**config.mk**
```make
export PLATFORM = sky130hd
export DESIGN_NAME = aocr_config_regs
export DESIGN_NICKNAME = d
export VERILOG_FILES = /design/src/pkg/aocr_pkg.sv /design/src/core/aocr_config_regs.sv
export SDC_FILE = /design/constraint.sdc
export NUM_CORES = 1
export LEC_CHECK = 0
export BUFFER_PORTS_ARGS = -buffer_cell sky130_fd_sc_hd__buf_4
export CELL_PAD_IN_SITES_DETAIL_PLACEMENT = 1
export CELL_PAD_IN_SITES_GLOBAL_PLACEMENT = 1
export CORE_AREA = 2 2 135 137
export CTS_CLUSTER_SIZE = 28
export DETAILED_ROUTE_END_ITERATION = 10
export DIE_AREA = 0 0 137 139
export PLACE_DENSITY_LB_ADDON = 0.1
export SLEW_MARGIN = 10
export SYNTH_ARGS = -nofsm -noshare
export SYNTH_HDL_FRONTEND = slang
export SYNTH_SLANG_ARGS = --single-unit
```
**constraint.sdc**
```tcl
create_clock -name clk_sys -period 6.7 [get_ports clk_sys]
set_input_delay 0.67 -clock clk_sys [delete_from_list [all_inputs] [get_ports clk_sys]]
set_output_delay 0.67 -clock clk_sys [all_outputs]
set_load 0.005 [all_outputs]
```
**src/pkg/aocr_pkg.sv**
```systemverilog
// Constants, types and register map for the output configuration bank
package aocr_pkg;

  // Register addresses on the serial configuration port
  localparam logic [12:0] ADDR_DEV_INDEX  = 13'h0005;
  localparam logic [12:0] ADDR_POWER_MODE = 13'h0008;
  localparam logic [12:0] ADDR_CLK_DIV    = 13'h000B;
  localparam logic [12:0] ADDR_OUT_MODE   = 13'h0014;
  localparam logic [12:0] ADDR_OUT_ADJUST = 13'h0015;
  localparam logic [12:0] ADDR_OUT_PHASE  = 13'h0016;
  localparam logic [12:0] ADDR_TRANSFER   = 13'h00FF;
  localparam logic [12:0] ADDR_OVERRIDE   = 13'h0100;
  localparam logic [12:0] ADDR_USER_IO2   = 13'h0101;
  localparam logic [12:0] ADDR_USER_IO3   = 13'h0102;

  // Reset values
  localparam logic [7:0] RST_DEV_INDEX  = 8'h0F;
  localparam logic [7:0] RST_ZERO       = 8'h00;
  localparam logic [7:0] RST_OUT_MODE   = 8'h01;
  localparam logic [7:0] RST_OUT_PHASE  = 8'h03;

  // Field positions
  localparam int DI_FCO_BIT     = 4;
  localparam int DI_DCO_BIT     = 5;
  localparam int OM_INVERT_BIT  = 2;
  localparam int OM_FORMAT_BIT  = 0;
  localparam int OA_TERM_LSB    = 4;
  localparam int OA_DRIVE_BIT   = 0;
  localparam int OP_CLKPH_LSB   = 4;
  localparam int OP_DCOPH_LSB   = 0;
  localparam int CD_RATIO_LSB   = 0;
  localparam int OV_EN_BIT      = 6;
  localparam int OV_RES_LSB     = 4;
  localparam int OV_RATE_LSB    = 0;
  localparam int IO2_PD_BIT     = 0;
  localparam int IO3_VCM_BIT    = 3;
  localparam int XFER_BIT       = 0;
  localparam int PM_MODE_LSB    = 0;

  // Field values
  localparam logic [3:0] DCO_CODE_MAX  = 4'hB;
  localparam logic [3:0] DCO_CODE_DFLT = 4'h3;
  localparam logic [1:0] RES_12_BITS   = 2'h2;
  localparam logic [1:0] RES_10_BITS   = 2'h3;
  localparam logic [2:0] RATE_GRADE    = 3'h4;

  // Serial port framing
  localparam logic [4:0] SPI_INSTR_LAST = 5'h0F;
  localparam logic [4:0] SPI_DATA_FIRST = 5'h10;
  localparam logic [4:0] SPI_WORD_LAST  = 5'h17;

  // Timing of the power-up initialisation
  localparam int CLK_PERIOD_NS = 20;
  localparam int INIT_TIME_NS  = 1000;
  localparam int INIT_CYCLES   =
    (INIT_TIME_NS + CLK_PERIOD_NS - 1) / CLK_PERIOD_NS;

  // Internal power mode field
  typedef enum logic [1:0] {
    PM_NORMAL    = 2'b00,
    PM_POWERDOWN = 2'b01,
    PM_STANDBY   = 2'b10,
    PM_DIGRESET  = 2'b11
  } aocr_pwr_e;

  // Initialisation sequencer
  typedef enum logic [0:0] {
    INIT_RUN  = 1'b0,
    INIT_DONE = 1'b1
  } aocr_init_e;

  // Serial pins as sampled together
  typedef struct packed {
    logic sclk;
    logic csb_n;
    logic sdio;
  } aocr_pins_s;

  // Resolution and sample-rate override fields
  typedef struct packed {
    logic       enable;
    logic [1:0] res;
    logic [2:0] rate;
  } aocr_override_s;

endpackage

```
**src/core/aocr_config_regs.sv**
```systemverilog
// Output configuration registers with serial port and output data path
`timescale 1ns/1ps
module aocr_config_regs #(
  parameter int         DATA_W     = 12,
  parameter logic [2:0] SPEED_RATE = aocr_pkg::RATE_GRADE
) (
  // Clock and reset
  input  wire logic              clk_sys,
  input  wire logic              reset,
  // Serial configuration port
  input  wire logic              spi_sclk,
  input  wire logic              spi_csb_n,
  input  wire logic              sdio_in,
  output logic                   sdio_out,
  output logic                   sdio_oe_n,
  // Converter samples in (offset binary)
  input  wire logic [DATA_W-1:0] sample_data,
  input  wire logic              sample_valid,
  // Formatted samples out
  output logic      [DATA_W-1:0] out_data,
  output logic                   out_valid,
  output logic                   sample_strobe,
  // Output driver and clock controls
  output logic      [1:0]        term_sel,
  output logic                   fco_drive_2x,
  output logic                   dco_drive_2x,
  output logic      [3:0]        dco_phase_code,
  // Pad and reference controls
  output logic                   sdio_pulldown_en,
  output logic                   vcm_powerdown,
  // Applied override and power state
  output logic                   res_10bit,
  output logic      [2:0]        rate_code,
  output logic                   chip_powerdown,
  output logic                   datapath_reset,
  output logic                   datapath_clk_en,
  output logic                   init_done
);

  // Pin synchronisers: three stages, then an agreed level
  aocr_pkg::aocr_pins_s pin_s1;        // First stage, read by second only
  aocr_pkg::aocr_pins_s pin_s2;        // Second stage
  aocr_pkg::aocr_pins_s pin_s3;        // Third stage
  aocr_pkg::aocr_pins_s pin_lvl;       // Level accepted once s2 and s3 agree
  aocr_pkg::aocr_pins_s next_pin_lvl;

  // Serial port state
  logic [4:0]  bit_cnt,   next_bit_cnt;    // Bit position in the frame
  logic [14:0] instr_sh,  next_instr_sh;   // Instruction shift register
  logic [12:0] spi_addr,  next_spi_addr;   // Current register address
  logic        spi_rd,    next_spi_rd;     // Frame is a read
  logic [6:0]  data_sh,   next_data_sh;    // Write data shift register
  logic        wr_stb,    next_wr_stb;     // One-cycle write strobe
  logic [12:0] wr_addr,   next_wr_addr;
  logic [7:0]  wr_byte,   next_wr_byte;
  logic        next_sdio_out;
  logic        next_sdio_oe_n;

  // Register file
  logic [7:0]  dev_index, next_dev_index;
  logic [1:0]  pwr_mode,  next_pwr_mode;
  logic [2:0]  div_ratio, next_div_ratio;
  logic [7:0]  out_mode,  next_out_mode;
  logic [7:0]  out_adj,   next_out_adj;
  logic [7:0]  out_phase, next_out_phase;
  logic [7:0]  ovr_shadow, next_ovr_shadow;  // Written, not yet applied
  aocr_pkg::aocr_override_s ovr_act, next_ovr_act; // Applied override
  logic [7:0]  io_ctl2,   next_io_ctl2;
  logic [7:0]  io_ctl3,   next_io_ctl3;
  logic        fco_drv,   next_fco_drv;    // Per-clock drive request
  logic        dco_drv,   next_dco_drv;

  // Initialisation and data path
  aocr_pkg::aocr_init_e init_st, next_init_st;
  logic [6:0]  init_cnt,  next_init_cnt;
  logic [2:0]  div_cnt,   next_div_cnt;    // Input clock divider phase
  logic [DATA_W-1:0] next_out_data;
  logic        next_out_valid;
  logic        next_strobe;

  // Read multiplexer; open and unmapped locations read zero
  function automatic logic [7:0] read_reg(input logic [12:0] a);
    case (a)
      aocr_pkg::ADDR_DEV_INDEX:  read_reg = dev_index;
      aocr_pkg::ADDR_POWER_MODE: read_reg = {6'h00, pwr_mode};
      aocr_pkg::ADDR_CLK_DIV:    read_reg = {5'h00, div_ratio};
      aocr_pkg::ADDR_OUT_MODE:   read_reg = out_mode;
      aocr_pkg::ADDR_OUT_ADJUST: read_reg = out_adj;
      aocr_pkg::ADDR_OUT_PHASE:  read_reg = out_phase;
      aocr_pkg::ADDR_OVERRIDE:   read_reg = ovr_shadow;
      aocr_pkg::ADDR_USER_IO2:   read_reg = io_ctl2;
      aocr_pkg::ADDR_USER_IO3:   read_reg = io_ctl3;
      default:                   read_reg = 8'h00;
    endcase
  endfunction

  // Agreed levels and edges of the serial pins
  logic sclk_rise;
  logic sclk_fall;
  logic cs_active;
  logic [7:0] rd_byte;  // Byte being read out
  assign rd_byte   = read_reg(spi_addr);
  assign sclk_rise = next_pin_lvl.sclk & ~pin_lvl.sclk;
  assign sclk_fall = ~next_pin_lvl.sclk & pin_lvl.sclk;
  assign cs_active = ~next_pin_lvl.csb_n;

  // Accept each pin level only when stages two and three agree
  always_comb begin
    next_pin_lvl = pin_lvl;
    if (pin_s2.sclk == pin_s3.sclk) next_pin_lvl.sclk = pin_s3.sclk;
    if (pin_s2.csb_n == pin_s3.csb_n) next_pin_lvl.csb_n = pin_s3.csb_n;
    if (pin_s2.sdio == pin_s3.sdio) next_pin_lvl.sdio = pin_s3.sdio;
  end

  always_ff @(posedge clk_sys or posedge reset) begin
    if (reset) begin
      pin_s1  <= '{sclk: 1'b0, csb_n: 1'b1, sdio: 1'b0};
      pin_s2  <= '{sclk: 1'b0, csb_n: 1'b1, sdio: 1'b0};
      pin_s3  <= '{sclk: 1'b0, csb_n: 1'b1, sdio: 1'b0};
      pin_lvl <= '{sclk: 1'b0, csb_n: 1'b1, sdio: 1'b0};
    end else begin
      pin_s1  <= '{sclk: spi_sclk, csb_n: spi_csb_n, sdio: sdio_in};
      pin_s2  <= pin_s1;
      pin_s3  <= pin_s2;
      pin_lvl <= next_pin_lvl;
    end
  end

  // Serial frame: 16-bit instruction, then bytes with rising address
  always_comb begin
    next_bit_cnt   = bit_cnt;
    next_instr_sh  = instr_sh;
    next_spi_addr  = spi_addr;
    next_spi_rd    = spi_rd;
    next_data_sh   = data_sh;
    next_wr_stb    = 1'b0;
    next_wr_addr   = wr_addr;
    next_wr_byte   = wr_byte;
    next_sdio_out  = sdio_out;
    next_sdio_oe_n = sdio_oe_n;
    if (!cs_active) begin
      // Deselect aborts any partial frame and releases the pin
      next_bit_cnt   = 5'h00;
      next_sdio_oe_n = 1'b1;
    end else if (sclk_rise) begin
      if (bit_cnt < aocr_pkg::SPI_DATA_FIRST) begin
        next_instr_sh = {instr_sh[13:0], pin_lvl.sdio};
        if (bit_cnt == aocr_pkg::SPI_INSTR_LAST) begin
          next_spi_rd   = instr_sh[14];
          next_spi_addr = {instr_sh[11:0], pin_lvl.sdio};
        end
        next_bit_cnt = bit_cnt + 5'h01;
      end else begin
        next_data_sh = {data_sh[5:0], pin_lvl.sdio};
        if (bit_cnt == aocr_pkg::SPI_WORD_LAST) begin
          // Byte complete: write it unless the frame is a read, and step to the next address
          next_wr_stb   = ~spi_rd;
          next_wr_addr  = spi_addr;
          next_wr_byte  = {data_sh, pin_lvl.sdio};
          next_spi_addr = spi_addr + 13'h0001;
          next_bit_cnt  = aocr_pkg::SPI_DATA_FIRST;
        end else begin
          next_bit_cnt = bit_cnt + 5'h01;
        end
      end
    end else if (sclk_fall && spi_rd &&
                 bit_cnt >= aocr_pkg::SPI_DATA_FIRST) begin
      // Read data leaves MSB first on falling edges
      next_sdio_out  = rd_byte[~bit_cnt[2:0]];
      next_sdio_oe_n = 1'b0;
    end
  end

  always_ff @(posedge clk_sys or posedge reset) begin
    if (reset) begin
      bit_cnt   <= 5'h00;
      instr_sh  <= 15'h0000;
      spi_addr  <= 13'h0000;
      spi_rd    <= 1'b0;
      data_sh   <= 7'h00;
      wr_stb    <= 1'b0;
      wr_addr   <= 13'h0000;
      wr_byte   <= 8'h00;
      sdio_out  <= 1'b0;
      sdio_oe_n <= 1'b1;
    end else begin
      bit_cnt   <= next_bit_cnt;
      instr_sh  <= next_instr_sh;
      spi_addr  <= next_spi_addr;
      spi_rd    <= next_spi_rd;
      data_sh   <= next_data_sh;
      wr_stb    <= next_wr_stb;
      wr_addr   <= next_wr_addr;
      wr_byte   <= next_wr_byte;
      sdio_out  <= next_sdio_out;
      sdio_oe_n <= next_sdio_oe_n;
    end
  end

  // Register writes; the port itself is never reset by power modes
  always_comb begin
    next_dev_index  = dev_index;
    next_pwr_mode   = pwr_mode;
    next_div_ratio  = div_ratio;
    next_out_mode   = out_mode;
    next_out_adj    = out_adj;
    next_out_phase  = out_phase;
    next_ovr_shadow = ovr_shadow;
    next_ovr_act    = ovr_act;
    next_io_ctl2    = io_ctl2;
    next_io_ctl3    = io_ctl3;
    next_fco_drv    = fco_drv;
    next_dco_drv    = dco_drv;
    if (wr_stb) begin
      case (wr_addr)
        aocr_pkg::ADDR_DEV_INDEX:  next_dev_index = wr_byte;
        aocr_pkg::ADDR_POWER_MODE:
          next_pwr_mode = wr_byte[aocr_pkg::PM_MODE_LSB +: 2];
        aocr_pkg::ADDR_CLK_DIV:
          next_div_ratio = wr_byte[aocr_pkg::CD_RATIO_LSB +: 3];
        aocr_pkg::ADDR_OUT_MODE:   next_out_mode = wr_byte;
        aocr_pkg::ADDR_OUT_ADJUST: begin
          next_out_adj = wr_byte;
          // Drive only lands on clock channels currently selected
          if (dev_index[aocr_pkg::DI_FCO_BIT]) begin
            next_fco_drv = wr_byte[aocr_pkg::OA_DRIVE_BIT];
          end
          if (dev_index[aocr_pkg::DI_DCO_BIT]) begin
            next_dco_drv = wr_byte[aocr_pkg::OA_DRIVE_BIT];
          end
        end
        aocr_pkg::ADDR_OUT_PHASE:  next_out_phase = wr_byte;
        aocr_pkg::ADDR_OVERRIDE:   next_ovr_shadow = wr_byte;
        aocr_pkg::ADDR_TRANSFER: begin
          // Transfer bit is self-clearing and reads back zero
          if (wr_byte[aocr_pkg::XFER_BIT]) begin
            next_ovr_act.enable = ovr_shadow[aocr_pkg::OV_EN_BIT];
            next_ovr_act.res    = ovr_shadow[aocr_pkg::OV_RES_LSB +: 2];
            next_ovr_act.rate   = ovr_shadow[aocr_pkg::OV_RATE_LSB +: 3];
          end
        end
        aocr_pkg::ADDR_USER_IO2:   next_io_ctl2 = wr_byte;
        aocr_pkg::ADDR_USER_IO3:   next_io_ctl3 = wr_byte;
        default: ; // Unmapped writes are dropped
      endcase
    end
  end

  always_ff @(posedge clk_sys or posedge reset) begin
    if (reset) begin
      dev_index  <= aocr_pkg::RST_DEV_INDEX;
      pwr_mode   <= aocr_pkg::PM_NORMAL;
      div_ratio  <= 3'h0;
      out_mode   <= aocr_pkg::RST_OUT_MODE;
      out_adj    <= aocr_pkg::RST_ZERO;
      out_phase  <= aocr_pkg::RST_OUT_PHASE;
      ovr_shadow <= aocr_pkg::RST_ZERO;
      ovr_act    <= '{enable: 1'b0, res: 2'h0, rate: 3'h0};
      io_ctl2    <= aocr_pkg::RST_ZERO;
      io_ctl3    <= aocr_pkg::RST_ZERO;
      fco_drv    <= 1'b0;
      dco_drv    <= 1'b0;
    end else begin
      dev_index  <= next_dev_index;
      pwr_mode   <= next_pwr_mode;
      div_ratio  <= next_div_ratio;
      out_mode   <= next_out_mode;
      out_adj    <= next_out_adj;
      out_phase  <= next_out_phase;
      ovr_shadow <= next_ovr_shadow;
      ovr_act    <= next_ovr_act;
      io_ctl2    <= next_io_ctl2;
      io_ctl3    <= next_io_ctl3;
      fco_drv    <= next_fco_drv;
      dco_drv    <= next_dco_drv;
    end
  end

  // Derived controls
  logic       upgrade;   // Applied override asks for more than the grade
  logic       dig_reset; // Power mode 11
  logic       path_run;  // Data path clocked and out of reset
  logic [2:0] clk_phase;
  logic [DATA_W-1:0] fmt_word;
  assign upgrade = ovr_act.enable &&
                   ((ovr_act.rate > SPEED_RATE) ||
                    (ovr_act.res != aocr_pkg::RES_12_BITS &&
                     ovr_act.res != aocr_pkg::RES_10_BITS));
  assign dig_reset = (pwr_mode == aocr_pkg::PM_DIGRESET);
  assign path_run  = (pwr_mode == aocr_pkg::PM_NORMAL) && !upgrade &&
                     (init_st == aocr_pkg::INIT_DONE);
  assign clk_phase = out_phase[aocr_pkg::OP_CLKPH_LSB +: 3];

  // Offset binary in; twos complement flips the sign bit, then invert
  always_comb begin
    fmt_word = sample_data;
    if (out_mode[aocr_pkg::OM_FORMAT_BIT]) begin
      fmt_word[DATA_W-1] = ~sample_data[DATA_W-1];
    end
    if (ovr_act.enable && ovr_act.res == aocr_pkg::RES_10_BITS) begin
      fmt_word[1:0] = 2'h0; // Reduced resolution drops two LSBs
    end
    if (out_mode[aocr_pkg::OM_INVERT_BIT]) begin
      fmt_word = ~fmt_word;
    end
  end

  // Power-up sequencer; a digital reset re-runs it from the start
  always_comb begin
    next_init_st  = init_st;
    next_init_cnt = init_cnt;
    if (dig_reset) begin
      next_init_st  = aocr_pkg::INIT_RUN;
      next_init_cnt = 7'h00;
    end else begin
      case (init_st)
        aocr_pkg::INIT_RUN: begin
          if (init_cnt == 7'(aocr_pkg::INIT_CYCLES - 1)) begin
            next_init_st = aocr_pkg::INIT_DONE;
          end else begin
            next_init_cnt = init_cnt + 7'h01;
          end
        end
        aocr_pkg::INIT_DONE: next_init_cnt = 7'h00;
        default: next_init_st = aocr_pkg::INIT_RUN;
      endcase
    end
  end

  // Input clock divider and sample capture
  always_comb begin
    next_div_cnt   = div_cnt;
    next_strobe    = 1'b0;
    next_out_valid = 1'b0;
    next_out_data  = out_data;
    if (dig_reset || pwr_mode == aocr_pkg::PM_POWERDOWN || upgrade) begin
      // Data path held in reset; the serial port keeps running
      next_div_cnt  = 3'h0;
      next_out_data = '0;
    end else if (path_run) begin
      next_div_cnt = (div_cnt >= div_ratio) ? 3'h0 : div_cnt + 3'h1;
      // Phase only matters with a divider; without one every cycle samples
      next_strobe = (div_ratio == 3'h0) || (div_cnt == clk_phase);
      if (next_strobe && sample_valid) begin
        next_out_data  = fmt_word;
        next_out_valid = 1'b1;
      end
    end
  end

  always_ff @(posedge clk_sys or posedge reset) begin
    if (reset) begin
      init_st       <= aocr_pkg::INIT_RUN;
      init_cnt      <= 7'h00;
      div_cnt       <= 3'h0;
      sample_strobe <= 1'b0;
      out_valid     <= 1'b0;
      out_data      <= '0;
    end else begin
      init_st       <= next_init_st;
      init_cnt      <= next_init_cnt;
      div_cnt       <= next_div_cnt;
      sample_strobe <= next_strobe;
      out_valid     <= next_out_valid;
      out_data      <= next_out_data;
    end
  end

  // Registered pad and status outputs
  always_ff @(posedge clk_sys or posedge reset) begin
    if (reset) begin
      term_sel         <= 2'h0;
      fco_drive_2x     <= 1'b0;
      dco_drive_2x     <= 1'b0;
      dco_phase_code   <= aocr_pkg::DCO_CODE_DFLT;
      sdio_pulldown_en <= 1'b1;
      vcm_powerdown    <= 1'b0;
      res_10bit        <= 1'b0;
      rate_code        <= SPEED_RATE;
      chip_powerdown   <= 1'b0;
      datapath_reset   <= 1'b0;
      datapath_clk_en  <= 1'b0;
      init_done        <= 1'b0;
    end else begin
      term_sel <= out_adj[aocr_pkg::OA_TERM_LSB +: 2];
      // Any termination choice wins over doubled clock drive
      fco_drive_2x <= fco_drv && (out_adj[aocr_pkg::OA_TERM_LSB +: 2]
                                  == 2'h0);
      dco_drive_2x <= dco_drv && (out_adj[aocr_pkg::OA_TERM_LSB +: 2]
                                  == 2'h0);
      // Codes above 660 degrees are undefined; fall back to 180
      dco_phase_code <= (out_phase[aocr_pkg::OP_DCOPH_LSB +: 4] >
                         aocr_pkg::DCO_CODE_MAX) ? aocr_pkg::DCO_CODE_DFLT :
                        out_phase[aocr_pkg::OP_DCOPH_LSB +: 4];
      sdio_pulldown_en <= ~io_ctl2[aocr_pkg::IO2_PD_BIT];
      vcm_powerdown    <= io_ctl3[aocr_pkg::IO3_VCM_BIT];
      res_10bit <= ovr_act.enable &&
                   ovr_act.res == aocr_pkg::RES_10_BITS;
      rate_code <= ovr_act.enable ? ovr_act.rate : SPEED_RATE;
      chip_powerdown  <= upgrade;
      datapath_reset  <= dig_reset || pwr_mode == aocr_pkg::PM_POWERDOWN;
      datapath_clk_en <= path_run;
      init_done       <= (init_st == aocr_pkg::INIT_DONE);
    end
  end

endmodule // aocr_config_regs

```
Word level (Yosys, flattened, before mapping) --
Cells that the tools add are included.
Operators by class: add/sub/neg operators 4, magnitude comparators 6, equal/unequal tests 34, multiplexer cells 41, bitwise logic cells 13, reduce and logical (&&, ||, !) cells 43
Operators with widths (number):
- 13-bit by 5-bit == test with 1-bit output (second input constant) | 6
- 13-bit by 9-bit == test with 1-bit output (second input constant) | 6
- 8-bit one-hot mux with 9 select lines | 1
- 13-bit by 4-bit == test with 1-bit output (second input constant) | 4
- 12-bit two-way mux | 4
- 13-bit two-way mux | 3
- 13-bit by 3-bit == test with 1-bit output (second input constant) | 2
- 2-bit AND reduction | 11
- 5-bit two-way mux | 4
- 1-bit two-way mux | 19
- 3-bit AND reduction | 6
- 7-bit two-way mux | 2
- 7-bit one-hot mux with 2 select lines | 1
- 13-bit by 1-bit adder with 13-bit output (second input constant) | 1
- 13-bit by 8-bit == test with 1-bit output (second input constant) | 1
- 3-bit two-way mux | 4
- 12-bit NOT | 1
- 4-bit AND reduction | 3
- 1-bit logical AND | 10
- 2-bit nonzero test | 5
- 1-bit NOT | 9
- 7-bit by 1-bit adder with 7-bit output (second input constant) | 1
- 7-bit by 6-bit == test with 1-bit output (second input constant) | 1
- 2-bit != test (second input constant) | 3
- 25 further kinds | 33
Word-level totals: register bits 189, output and inout port bits 34, logic and storage cells 195

Longest topological paths before layout --
Gate-level depths: netlist of the first run.
depth in word-level cells 9, depth in mapped cells 10

Worst setup path after synthesis of the first run --
No wires, ideal clock.
path kind register to register, start point register wr_addr[12], end point register dco_drv, library setup time 125 ps, arrival 2148 ps, setup slack 4427 ps, stages on the path, launching flop included 8, path buffers 1, path through dfrtp_1 > or4_1 > nor4_1 > and3_1 > clkbuf_1 > nand2_1 > nor2_1 > mux2_2
Between the ends: longest elaborated chain between the ends 2
RTL lines:
- from (decl) | line aocr_config_regs.sv:54 | logic [12:0] wr_addr, next_wr_addr;
- from (signal assigned) | line aocr_config_regs.sv:193 | wr_addr <= next_wr_addr;
- 13-bit by 5-bit == test with 1-bit output | line aocr_config_regs.sv:215 | case (wr_addr)
- 3-bit AND reduction (no line)
- to (signal assigned) | line aocr_config_regs.sv:275 | dco_drv <= next_dco_drv;
- to (decl) | line aocr_config_regs.sv:71 | logic dco_drv, next_dco_drv;
No other way between the ends. A chain may end at the register's enable or synchronous reset.

Worst setup path in the final report of the first run --
start point register bit_cnt[4], end point register wr_addr[10]
Between the ends: longest elaborated chain between the ends 3, elaborated cells between the ends (all ways) 4, classes of those cells order compare: 1; eq/ne: 1; bitwise: 1; reduce/logical: 1
RTL lines:
- from (decl) | line aocr_config_regs.sv:48 | logic [4:0] bit_cnt, next_bit_cnt;
- from (signal assigned) | line aocr_config_regs.sv:187 | bit_cnt <= next_bit_cnt;
- 5-bit < comparator | line aocr_config_regs.sv:146 | if (bit_cnt < aocr_pkg::SPI_DATA_FIRST) begin
- 1-bit NOT (no line)
- 4-bit AND reduction (no line) *
Mark *: on every way between the ends. The rest lies on a longest branch, timed or not.

==> run_results.csv, run 1 <==
group,metric,value,unit
layout,final_nets,760,
clock_tree,cts_hold_buf,0,
routing,drtIter0Drc,341,
floorplan,core,0.01766,mm²
critical_path,r2r-end,"wr_addr[10]",
timing,setup_viol,0,
clock_tree,cts_tree,"built",
routing,vias,5631,
global_route,use_met3,3.472,%
global_route,grt_antenna_before_repair,0,
timing,worst_slew_pin_slew,1.091,ns
placed_design,numPlacedInstances,940,
power_and_ir_drop,leakage,4.471,nW
floorplan,ios,52,
job,maxCapViolations,0,
timing,hold_slack,0.3347,ns
routing,avgRoutedWirePerCell,20.20,µm
layout,syn2layout_area_growth,14.62,%
synth,avgSynthCellArea,12.13,µm²
synth,synth_cell_types,58,
routing,antenna_left,0,
routing,routed_wl,19640,µm
layout,final-instance-count-excl-fill,972,
synth,syn_inst,689,
status,run_status,"complete, no violations",
critical_path,criticalPathCategory,"reg2reg",
global_route,grt_pass1_vias,5945,
floorplan,start_util,47.34,%
synth,synth_fp_nets,719,
clock_tree,clk_pin_slew,0.07,ns
timing,finalSetupTns,0,ns
clock_tree,clk_path_buf_depth,2,
critical_path,critPathLaunchType,"flop",
synth,ys_seq_elements,189,
layout,drive_above_1_share,31.22,%
global_route,grt_pass1_wl,32480,µm
placed_design,place_congestion,0.9478,
routing,vias_per_cell,5.793,
timing,drv_slew,0,
timing,max_freq,0.3525,GHz
critical_path,r2r-start,"bit_cnt[4]",
timing,slew_headroom,26.89,%
critical_path,r2r_cells,4,
global_route,grt-ovfl-total,0,
floorplan,die_w,137,µm
global_route,grt_use_met1,30.03,%
power_and_ir_drop,p_per_area,241.3,mW/mm²
timing,period_share,42.34,%
clock_tree,cts_buffers,17,
clock_tree,postCtsSetupRepairBufs,0,
critical_path,path_max_fanout,21,
clock_tree,cts_resized,0,
critical_path,cp-startpoint,"bit_cnt[4]",
clock_tree,cts.sinks,189,
synth,synth_edf_count,0,
worst_hold_path,min_path_type,"in2reg",
global_route,grt_max_degree,130,
critical_path,endpoint,"wr_addr[10]",
timing,fin_skew,0.01193,ns
routing,drc_errors,0,
timing,hold_viol,0,
synth,ys.flop_type,"dfrtp_1",
critical_path,worstPathArrival,3.15,ns
synth,synth_warnings,0,
synth,seq_area_frac_synth,56.82,%
timing,rsz0062_at_grt,"false",
floorplan,dieArea,0.01904,mm²
placed_design,hpwl,13450,µm
floorplan,die_h,139,µm
timing,post-route-min-period,2.836,ns
layout,antenna_cells,0,
critical_path,reg2reg_slack,3.86,ns
placed_design,portBuffers,51,
global_route,top_usage_layer,"met2",
global_route,gr-usage-all-layers,22.05,%
clock_tree,worstSkewPairLatency,0.44,ns
clock_tree,htreeDepth,4,
global_route,grtUsageMet2,35.98,%
critical_path,cp-end-kind,"flop",
floorplan,num_rows,49,
synth,async_flop_share,100.0,%
routing,drt-pass1-iter-count,5,
synth,syn_area,0.008359,mm²
clock_tree,cts_root_buffer,"clkbuf_16",
power_and_ir_drop,peakVddDrop,0.1998,mV
critical_path,required,7.02,ns
[worst max-delay path, cell delays in order, from the launching register on]
cell and delay [ns]:
dfrtp_1 0.85, nand2b_1 0.31, nor4_2 0.81, buf_4 0.37, mux2_2 0.37
[power by group]
part           leakage (nW)  internal, mW  switching [mW]
logic                  1.63        0.0292          0.0409
registers              2.54          1.16          0.0189
clock network         0.299         0.572           0.489
[layout make-up]
| cell class | count | area [µm²] |
|---|---|---|
| Sequential cell | 189 | 4750 |
| Fill cell | 1811 | 8075 |
| Clock buffer | 17 | 425.4 |
| Tap cell | 229 | 286.5 |
| Multi-Input combinational cell | 444 | 3415 |
| Inverter | 23 | 93.84 |
| Timing Repair Buffer | 55 | 412.9 |
| Clock inverter | 15 | 198.9 |
[per-stage QoR]
stage          instance area [µm²]  power, mW  setup slack, ns  utilization (%)
2_1_floorplan                 8359      1.246           0.9143                -
3_3_place_gp                  8957      1.271            3.962            50.73
3_5_place_dp                  8957      1.276            3.842            50.73
4_1_cts                       9582      2.339            3.816            54.27
5_1_grt                       9582      2.392            3.635            54.27
6_report                      9582      2.312            3.864            54.27
[cell families (layout without fill, tap and decap cells)]
group,Yosys count,count (layout),synth area share [%]
buffers and inverters,56,110,2.619
AOI/OAI and AO/OA,123,123,9.774
DFF,189,189,56.82
and+or+nand+nor,171,171,11.17
xor gates and xnor gates,23,23,2.410
muxes,112,112,15.06
adders and majority gates,15,15,2.155
[per-layer routing]
layer	part of all wire, %	vias up
met1	46	2916
met3	3.1	26
met2	50	110
met4	1.6	0
li1	-	2579
met5	0	-
[sequential cells by signal, indices dropped and copies added, names as in the netlist, 12 cells and up]
name and count:
instr_sh 15, out_data 12, wr_addr 13, spi_addr 13
[cells in the mapped netlist, types with 3 or more instances]
cell	instances	area share [%]
a32oi_1	4	0.42
or4_1	5	0.45
mux2_2	110	15
nand3b_1	6	0.54
and2_1	4	0.30
nor3_2	4	0.48
and3_1	9	0.67
o211ai_1	3	0.27
clkbuf_1	28	1.3
nor3b_1	3	0.27
maj3_1	3	0.36
dfrtp_1	173	52
xnor2_1	16	1.7
nor2_1	32	1.4
a21o_1	6	0.54
nand3_1	33	2.0
nand2b_1	7	0.52
inv_1	23	1.0
a22oi_1	9	0.81
xor2_1	7	0.73
dfstp_2	16	5.0
a21oi_1	24	1.4
a31oi_1	4	0.30
nand2_1	32	1.4
o22ai_1	12	0.90
ha_1	12	1.8
nor2b_1	4	0.30
nor4_1	7	0.52
nor3_1	9	0.54
a22o_1	3	0.31
a222oi_1	11	1.3
o21ai_0	34	2.0
or2_2	4	0.30
[how the worst min path moves through the flow]
| stage | start | end | slack, ns | cells after the start |
|---|---|---|---|---|
| final | sdio_in | pin_s1[0] | 0.33 | 1 |
| after global routing | sdio_in | pin_s1[0] | 0.31 | 1 |
| after global placement | pin_s1[0] | pin_s2[0] | 0.34 | 0 |
| after detailed placement | pin_s1[2] | pin_s2[2] | 0.34 | 0 |
| after floorplan | pin_s1[0] | pin_s2[0] | 0.33 | 0 |
| after CTS | spi_csb_n | pin_s1[1] | 0.32 | 1 |
[cell usage in the layout (no fill, tap or decap), drive strengths merged, types with 8 or more instances in the layout]
cell type  Yosys  layout
dfrtp        173     173
mux2         110     110
buf            5      55
o21ai         34      34
nand3         33      33
nand2         32      32
nor2          32      32
inv           23      30
a21oi         24      24
clkbuf        28      17
xnor2         16      16
dfstp         16      16
nor3          14      14
o22ai         12      12
ha            12      12
a222oi        11      11
and3           9       9
a22oi          9       9
nor4           8       8
Power figures use the tool's default switching activity.
==> run 2, diff against run 1 <==
CORE_AREA = 2 2 140 142   (was 2 2 135 137)
DIE_AREA = 0 0 142 144   (was 0 0 137 139)
clock period = 2.4 ns   (was 6.7 ns; I/O delays follow)
==> run_results.csv, run 2 (synthesized netlist as in run 1, its figures left out) <==
group,metric,value,unit
status,run_status,"complete, no violations",
routing,drtIter0Drc,283,
timing,hold_viol,0,
clock_tree,worstSkewPairLatency,0.44,ns
timing,slew_headroom,41.99,%
critical_path,crit_family,"compound AO/OA/AOI/OAI gates",
global_route,grt_pass1_wl,33470,µm
critical_path,required,2.75,ns
routing,antenna_left,0,
global_route,grt-ovfl-total,0,
worst_hold_path,min_path_type,"in2reg",
routing,routed_wl,20820,µm
critical_path,crit_cells,8,
clock_tree,clk_path_buf_depth,2,
clock_tree,cts_buffers,17,
layout,syn2layout_area_growth,20.37,%
worst_hold_path,whs_path_depth,3,
floorplan,dieArea,0.02045,mm²
power_and_ir_drop,p_per_area,629.0,mW/mm²
timing,layout_setup_ws,0.04905,ns
global_route,gr-usage-all-layers,21.32,%
timing,hold_slack,0.08421,ns
layout,final_util,52.74,%
layout,top_regs,"instr_sh (15), spi_addr (13), wr_addr (13)",
placed_design,portBuffers,51,
floorplan,core,0.01908,mm²
layout,layout_common_cells,"dfrtp_1 (172), mux2_2 (110), buf_4 (93)",
placed_design,pre_cts_ws,-0.06855,ns
global_route,grt_max_degree,103,
layout,largest_register,"instr_sh",
timing,fin_skew,0.01314,ns
critical_path,crit_path_top_delay_cell,"or4_4",
critical_path,cp-end-kind,"flop",
critical_path,slowest_delay,0.54,ns
clock_tree,cts_root_buffer,"clkbuf_16",
clock_tree,cts_tree,"built",
timing,post-route-min-period,2.351,ns
timing,rsz0062_at_grt,"true",
layout,antenna_cells,0,
placed_design,hpwl,14720,µm
timing,period_share,97.96,%
timing,worst_slew_pin_slew,0.8670,ns
routing,vias_per_cell,5.632,
power_and_ir_drop,leakage,4.707,nW
clock_tree,cts.sinks,189,
timing,max_freq,0.4254,GHz
critical_path,critPathLaunchType,"flop",
routing,drc_errors,0,
clock_tree,clk_pin_slew,0.08,ns
layout,final_common_cell,"dfrtp_1",
power_and_ir_drop,peakVddDrop,0.4700,mV
placed_design,numPlacedInstances,990,
critical_path,crit_chain,"or4_4 > buf_6 > nor3_4 > buf_4 > a2111oi_4 > a222oi_1 > a22oi_1 > o31ai_2",
floorplan,num_rows,51,
critical_path,r2r_cells,8,
routing,avgRoutedWirePerCell,20.26,µm
floorplan,start_util,43.81,%
critical_path,crit_buf_inv,2,
floorplan,die_w,142,µm
floorplan,ios,52,
global_route,grt_antenna_before_repair,0,
timing,drv_slew,0,
layout,final_nets,807,
floorplan,die_h,144,µm
critical_path,path_max_fanout,8,
placed_design,dpl_cell_area,0.009323,mm²
timing,setup_viol,0,
job,maxCapViolations,0,
layout,drive_above_1_share,36.08,%
layout,final-instance-count-excl-fill,1028,
routing,drt-pass1-iter-count,5,
routing,vias,5790,
global_route,grt_pass1_vias,6036,
layout,fin_area,0.01006,mm²
critical_path,criticalPathCategory,"reg2reg",
layout,largest_register_ffs,15,
critical_path,worstPathArrival,2.70,ns
placed_design,place_congestion,0.8612,
clock_tree,htreeDepth,4,
## run 2: changes by cell type in the layout (fill, tap and decap cells not counted), moves of 2 or more
cell / previous run / this run
or4_4: 0 / 2
inv_6: 2 / 4
buf_4: 55 / 93
nor4_1: 6 / 3
dlygate4sd3_1: 0 / 4
clkinv_4: 2 / 0
nor4_4: 0 / 2
bufinv_16: 2 / 0
clkinv_8: 2 / 4
buf_12: 0 / 4
or4_1: 5 / 3
## run 2: per-layer routing
layer  routed length (µm)  GRT usage [%]
met1                 9608          29.12
met2                10160          35.04
met3                  703          4.172
met4                  356          5.737
met5                    0              0
## run 2: layout make-up
class / count / area (µm²)
fillers: 1998 / 9017
clock inverters: 15 / 168.9
well taps: 238 / 297.8
clock buffers: 17 / 425.4
repair buffers: 102 / 829.5
flip-flops and latches: 189 / 4751
inverters: 23 / 90.09
multi-input cells: 444 / 3500
## run 2: where the power goes
part	switching (mW)	internal, mW
logic	0.122	0.0980
clock network	1.41	1.41
registers	0.0441	3.24
## run 2: metrics by stage
stage,TNS (ns),total power [mW]
3_5_place_dp,-0.06855,3.569
2_1_floorplan,-45.22,3.479
4_1_cts,0,6.404
5_1_grt,-0.06032,6.546
3_3_place_gp,0,3.561
6_report,0,6.330
## run 2: worst paths after layout
check                               startpoint     endpoint  slack, ns
worst max-delay path              spi_addr[12]     sdio_out       0.05
worst min-delay path            sample_data[8]  out_data[8]       0.08
worst max register to register    spi_addr[12]     sdio_out       0.05
worst min register to register       pin_s1[2]    pin_s2[2]       0.36
max in group asynchronous                reset  out_mode[7]       1.41
min in group asynchronous                reset  wr_addr[10]       0.52
## run 2: worst min-delay path, delay by kind of cell
family          cells  cell delay [ns]
xor+xnor            1             0.09
compound gates      1             0.07
buf+inv             1             0.08
## run 2: what timing repair did
action | in CTS | in global routing
setup endpoints to repair | 3 | 18
gates cloned | 0 | 0
setup buffers | 0 | 2
gates resized for setup | 6 | 10
endpoints found under the hold margin | 21 | 0
hold buffers | 4 | 0
pin swaps | 0 | 6
==> run 3, diff against run 2 <==
CORE_AREA = 2 2 138 140   (was 2 2 140 142)
CTS_BUF_LIST = sky130_fd_sc_hd__clkbuf_8   (was default)
DIE_AREA = 0 0 140 142   (was 0 0 142 144)
==> run_results.csv, run 3 (synthesized netlist as in run 1, its figures left out) <==
group,metric,value,unit
layout,final_nets,807,
critical_path,reg2reg_slack,0.05,ns
worst_hold_path,min_from,"sample_data[5]",
layout,top_regs,"instr_sh (15), spi_addr (13), wr_addr (13)",
routing,avgRoutedWirePerCell,20.19,µm
layout,final-instance-count-excl-fill,1024,
critical_path,worstPathArrival,2.71,ns
power_and_ir_drop,leakage,4.591,nW
routing,drc_errors,8,
clock_tree,clk_pin_slew,0.11,ns
routing,vias,5771,
floorplan,dieArea,0.01988,mm²
floorplan,die_w,140,µm
layout,regArea,0.004750,mm²
worst_hold_path,hold_path_end,"out_data[5]",
routing,top_layer,"met4",
critical_path,critPathLaunchType,"flop",
layout,layout_common_cells,"dfrtp_1 (173), mux2_2 (110), buf_4 (95)",
placed_design,portBuffers,51,
timing,layout_setup_ws,0.05039,ns
critical_path,path_max_fanout,5,
timing,period_share,97.90,%
timing,rsz0062_at_grt,"true",
status,run_status,"finished with violations",
timing,finalSetupTns,0,ns
floorplan,core,0.01846,mm²
floorplan,ios,52,
layout,largest_register_ffs,15,
layout,final_common_cell,"dfrtp_1",
placed_design,numPlacedInstances,988,
global_route,grt_pass1_vias,6189,
routing,drt-pass1-iter-count,8,
global_route,grt_max_degree,86,
routing,met1Wirelength,9621,µm
layout,fill_cells,1932,
routing,vias_per_cell,5.636,
power_and_ir_drop,peakVddDrop,0.3207,mV
critical_path,r2r-start,"spi_addr[0]",
routing,met3_wirelength,599,µm
clock_tree,clk_path_buf_depth,2,
placed_design,place_congestion,0.9329,
worst_hold_path,min_path_type,"in2reg",
timing,setup_viol,0,
floorplan,num_rows,50,
critical_path,criticalPathCategory,"reg2reg",
clock_tree,cts_root_buffer,"clkbuf_8",
timing,slew_headroom,43.23,%
critical_path,required,2.76,ns
global_route,grt_antenna_before_repair,0,
status,violations,"DRC",
job,maxCapViolations,0,
layout,largest_register,"instr_sh",
clock_tree,htreeDepth,4,
floorplan,start_util,45.29,%
placed_design,hpwl,14860,µm
routing,routed_wl,20680,µm
layout,syn2layout_area_growth,17.24,%
layout,antenna_cells,0,
critical_path,r2r_cells,8,
routing,dr_wl_met2,10160,µm
global_route,gr-usage-all-layers,22.01,%
clock_tree,cts_buffers,17,
placed_design,pre_cts_ws,-0.06376,ns
floorplan,die_h,142,µm
timing,post-route-min-period,2.350,ns
timing,max_freq,0.4256,GHz
clock_tree,cts_tree,"built",
timing,hold_viol,0,
layout,multi_input_area,0.003476,mm²
critical_path,r2r-end,"sdio_out",
clock_tree,worstSkewPairLatency,0.48,ns
global_route,grt_pass1_wl,33730,µm
power_and_ir_drop,p_per_area,566.1,mW/mm²
timing,worst_slew_pin_slew,0.8484,ns
timing,drv_slew,0,
routing,drtIter0Drc,269,
critical_path,cp-end-kind,"flop",
global_route,grt-ovfl-total,0,
layout,drive_above_1_share,35.70,%
routing,antenna_left,0,
clock_tree,cts.sinks,189,
worst_hold_path,whs_path_depth,3,
timing,fin_skew,0.01270,ns
==> run 3: changes by cell type in the layout (fill, tap and decap cells not counted), sizes merged <==
| cell | delta |
|---|---|
| clkinv | -2 |
| inv | +1 |
| clkinvlp | +1 |
==> run 3: repair_timing <==
item | 4_1_cts | 5_1_grt
endpoints found under the hold margin | 16 | 0
hold buffers | 4 | 0
pin swaps | 2 | 5
buffers inserted | 0 | 0
endpoints found under the setup margin | 1 | 5
resized for setup | 2 | 11
==> run 3: cell type report <==
type	instances	share of cell area [%]
clock buffers	17	2.387
clock inverters	15	1.481
inverters	23	0.9192
multi-input cells	444	35.47
flip-flops and latches	189	48.46
well taps	234	2.987
repair buffers	102	8.298
==> run 3: metrics by stage <==
stage | area, µm² | utilization, % | hold slack (ns) | power, mW
2_1_floorplan | 8363 | - | 0.2445 | 3.479
3_3_place_gp | 9320 | 50.50 | 0.2618 | 3.568
3_5_place_dp | 9320 | 50.50 | 0.2694 | 3.579
4_1_cts | 9747 | 52.81 | 0.007799 | 5.627
5_1_grt | 9801 | 53.11 | 0.02516 | 5.792
6_report | 9801 | 53.11 | 0.03450 | 5.548
==> run 3: metal layers <==
| layer | vias to the layer above | track usage, % |
|---|---|---|
| li1 | 2670 | - |
| met1 | 2981 | 29.47 |
| met2 | 96 | 37.02 |
| met3 | 24 | 3.937 |
| met4 | 0 | 6.592 |
| met5 | - | 0 |
==> run 3: worst max-delay path: stages, from the launching register on <==
cell       delay (ns)
dfrtp_1          0.41
ha_2             0.23
a222oi_1         0.68
nor4_4           0.06
a2111oi_2        0.28
buf_4            0.18
a222oi_1         0.07
a22oi_1          0.23
o31ai_2          0.09
==> run 3: worst max-delay path by stage <==
stage,startpoint,slack (ns),endpoint
CTS,spi_addr[0],0.01,sdio_out
detailed placement,spi_addr[0],-0.06,sdio_out
global placement,spi_addr[12],-0.0007,sdio_out
finish,spi_addr[0],0.05,sdio_out
floorplan,reset,-0.26,bit_cnt[0]
global route,spi_addr[12],-0.07,sdio_out
==> run 3: power by group <==
part	switching, mW	total [mW]	internal (mW)
clock network	1.26	2.03	0.774
registers	0.0510	3.30	3.24
logic	0.123	0.222	0.0991
total	1.43	5.55	4.12
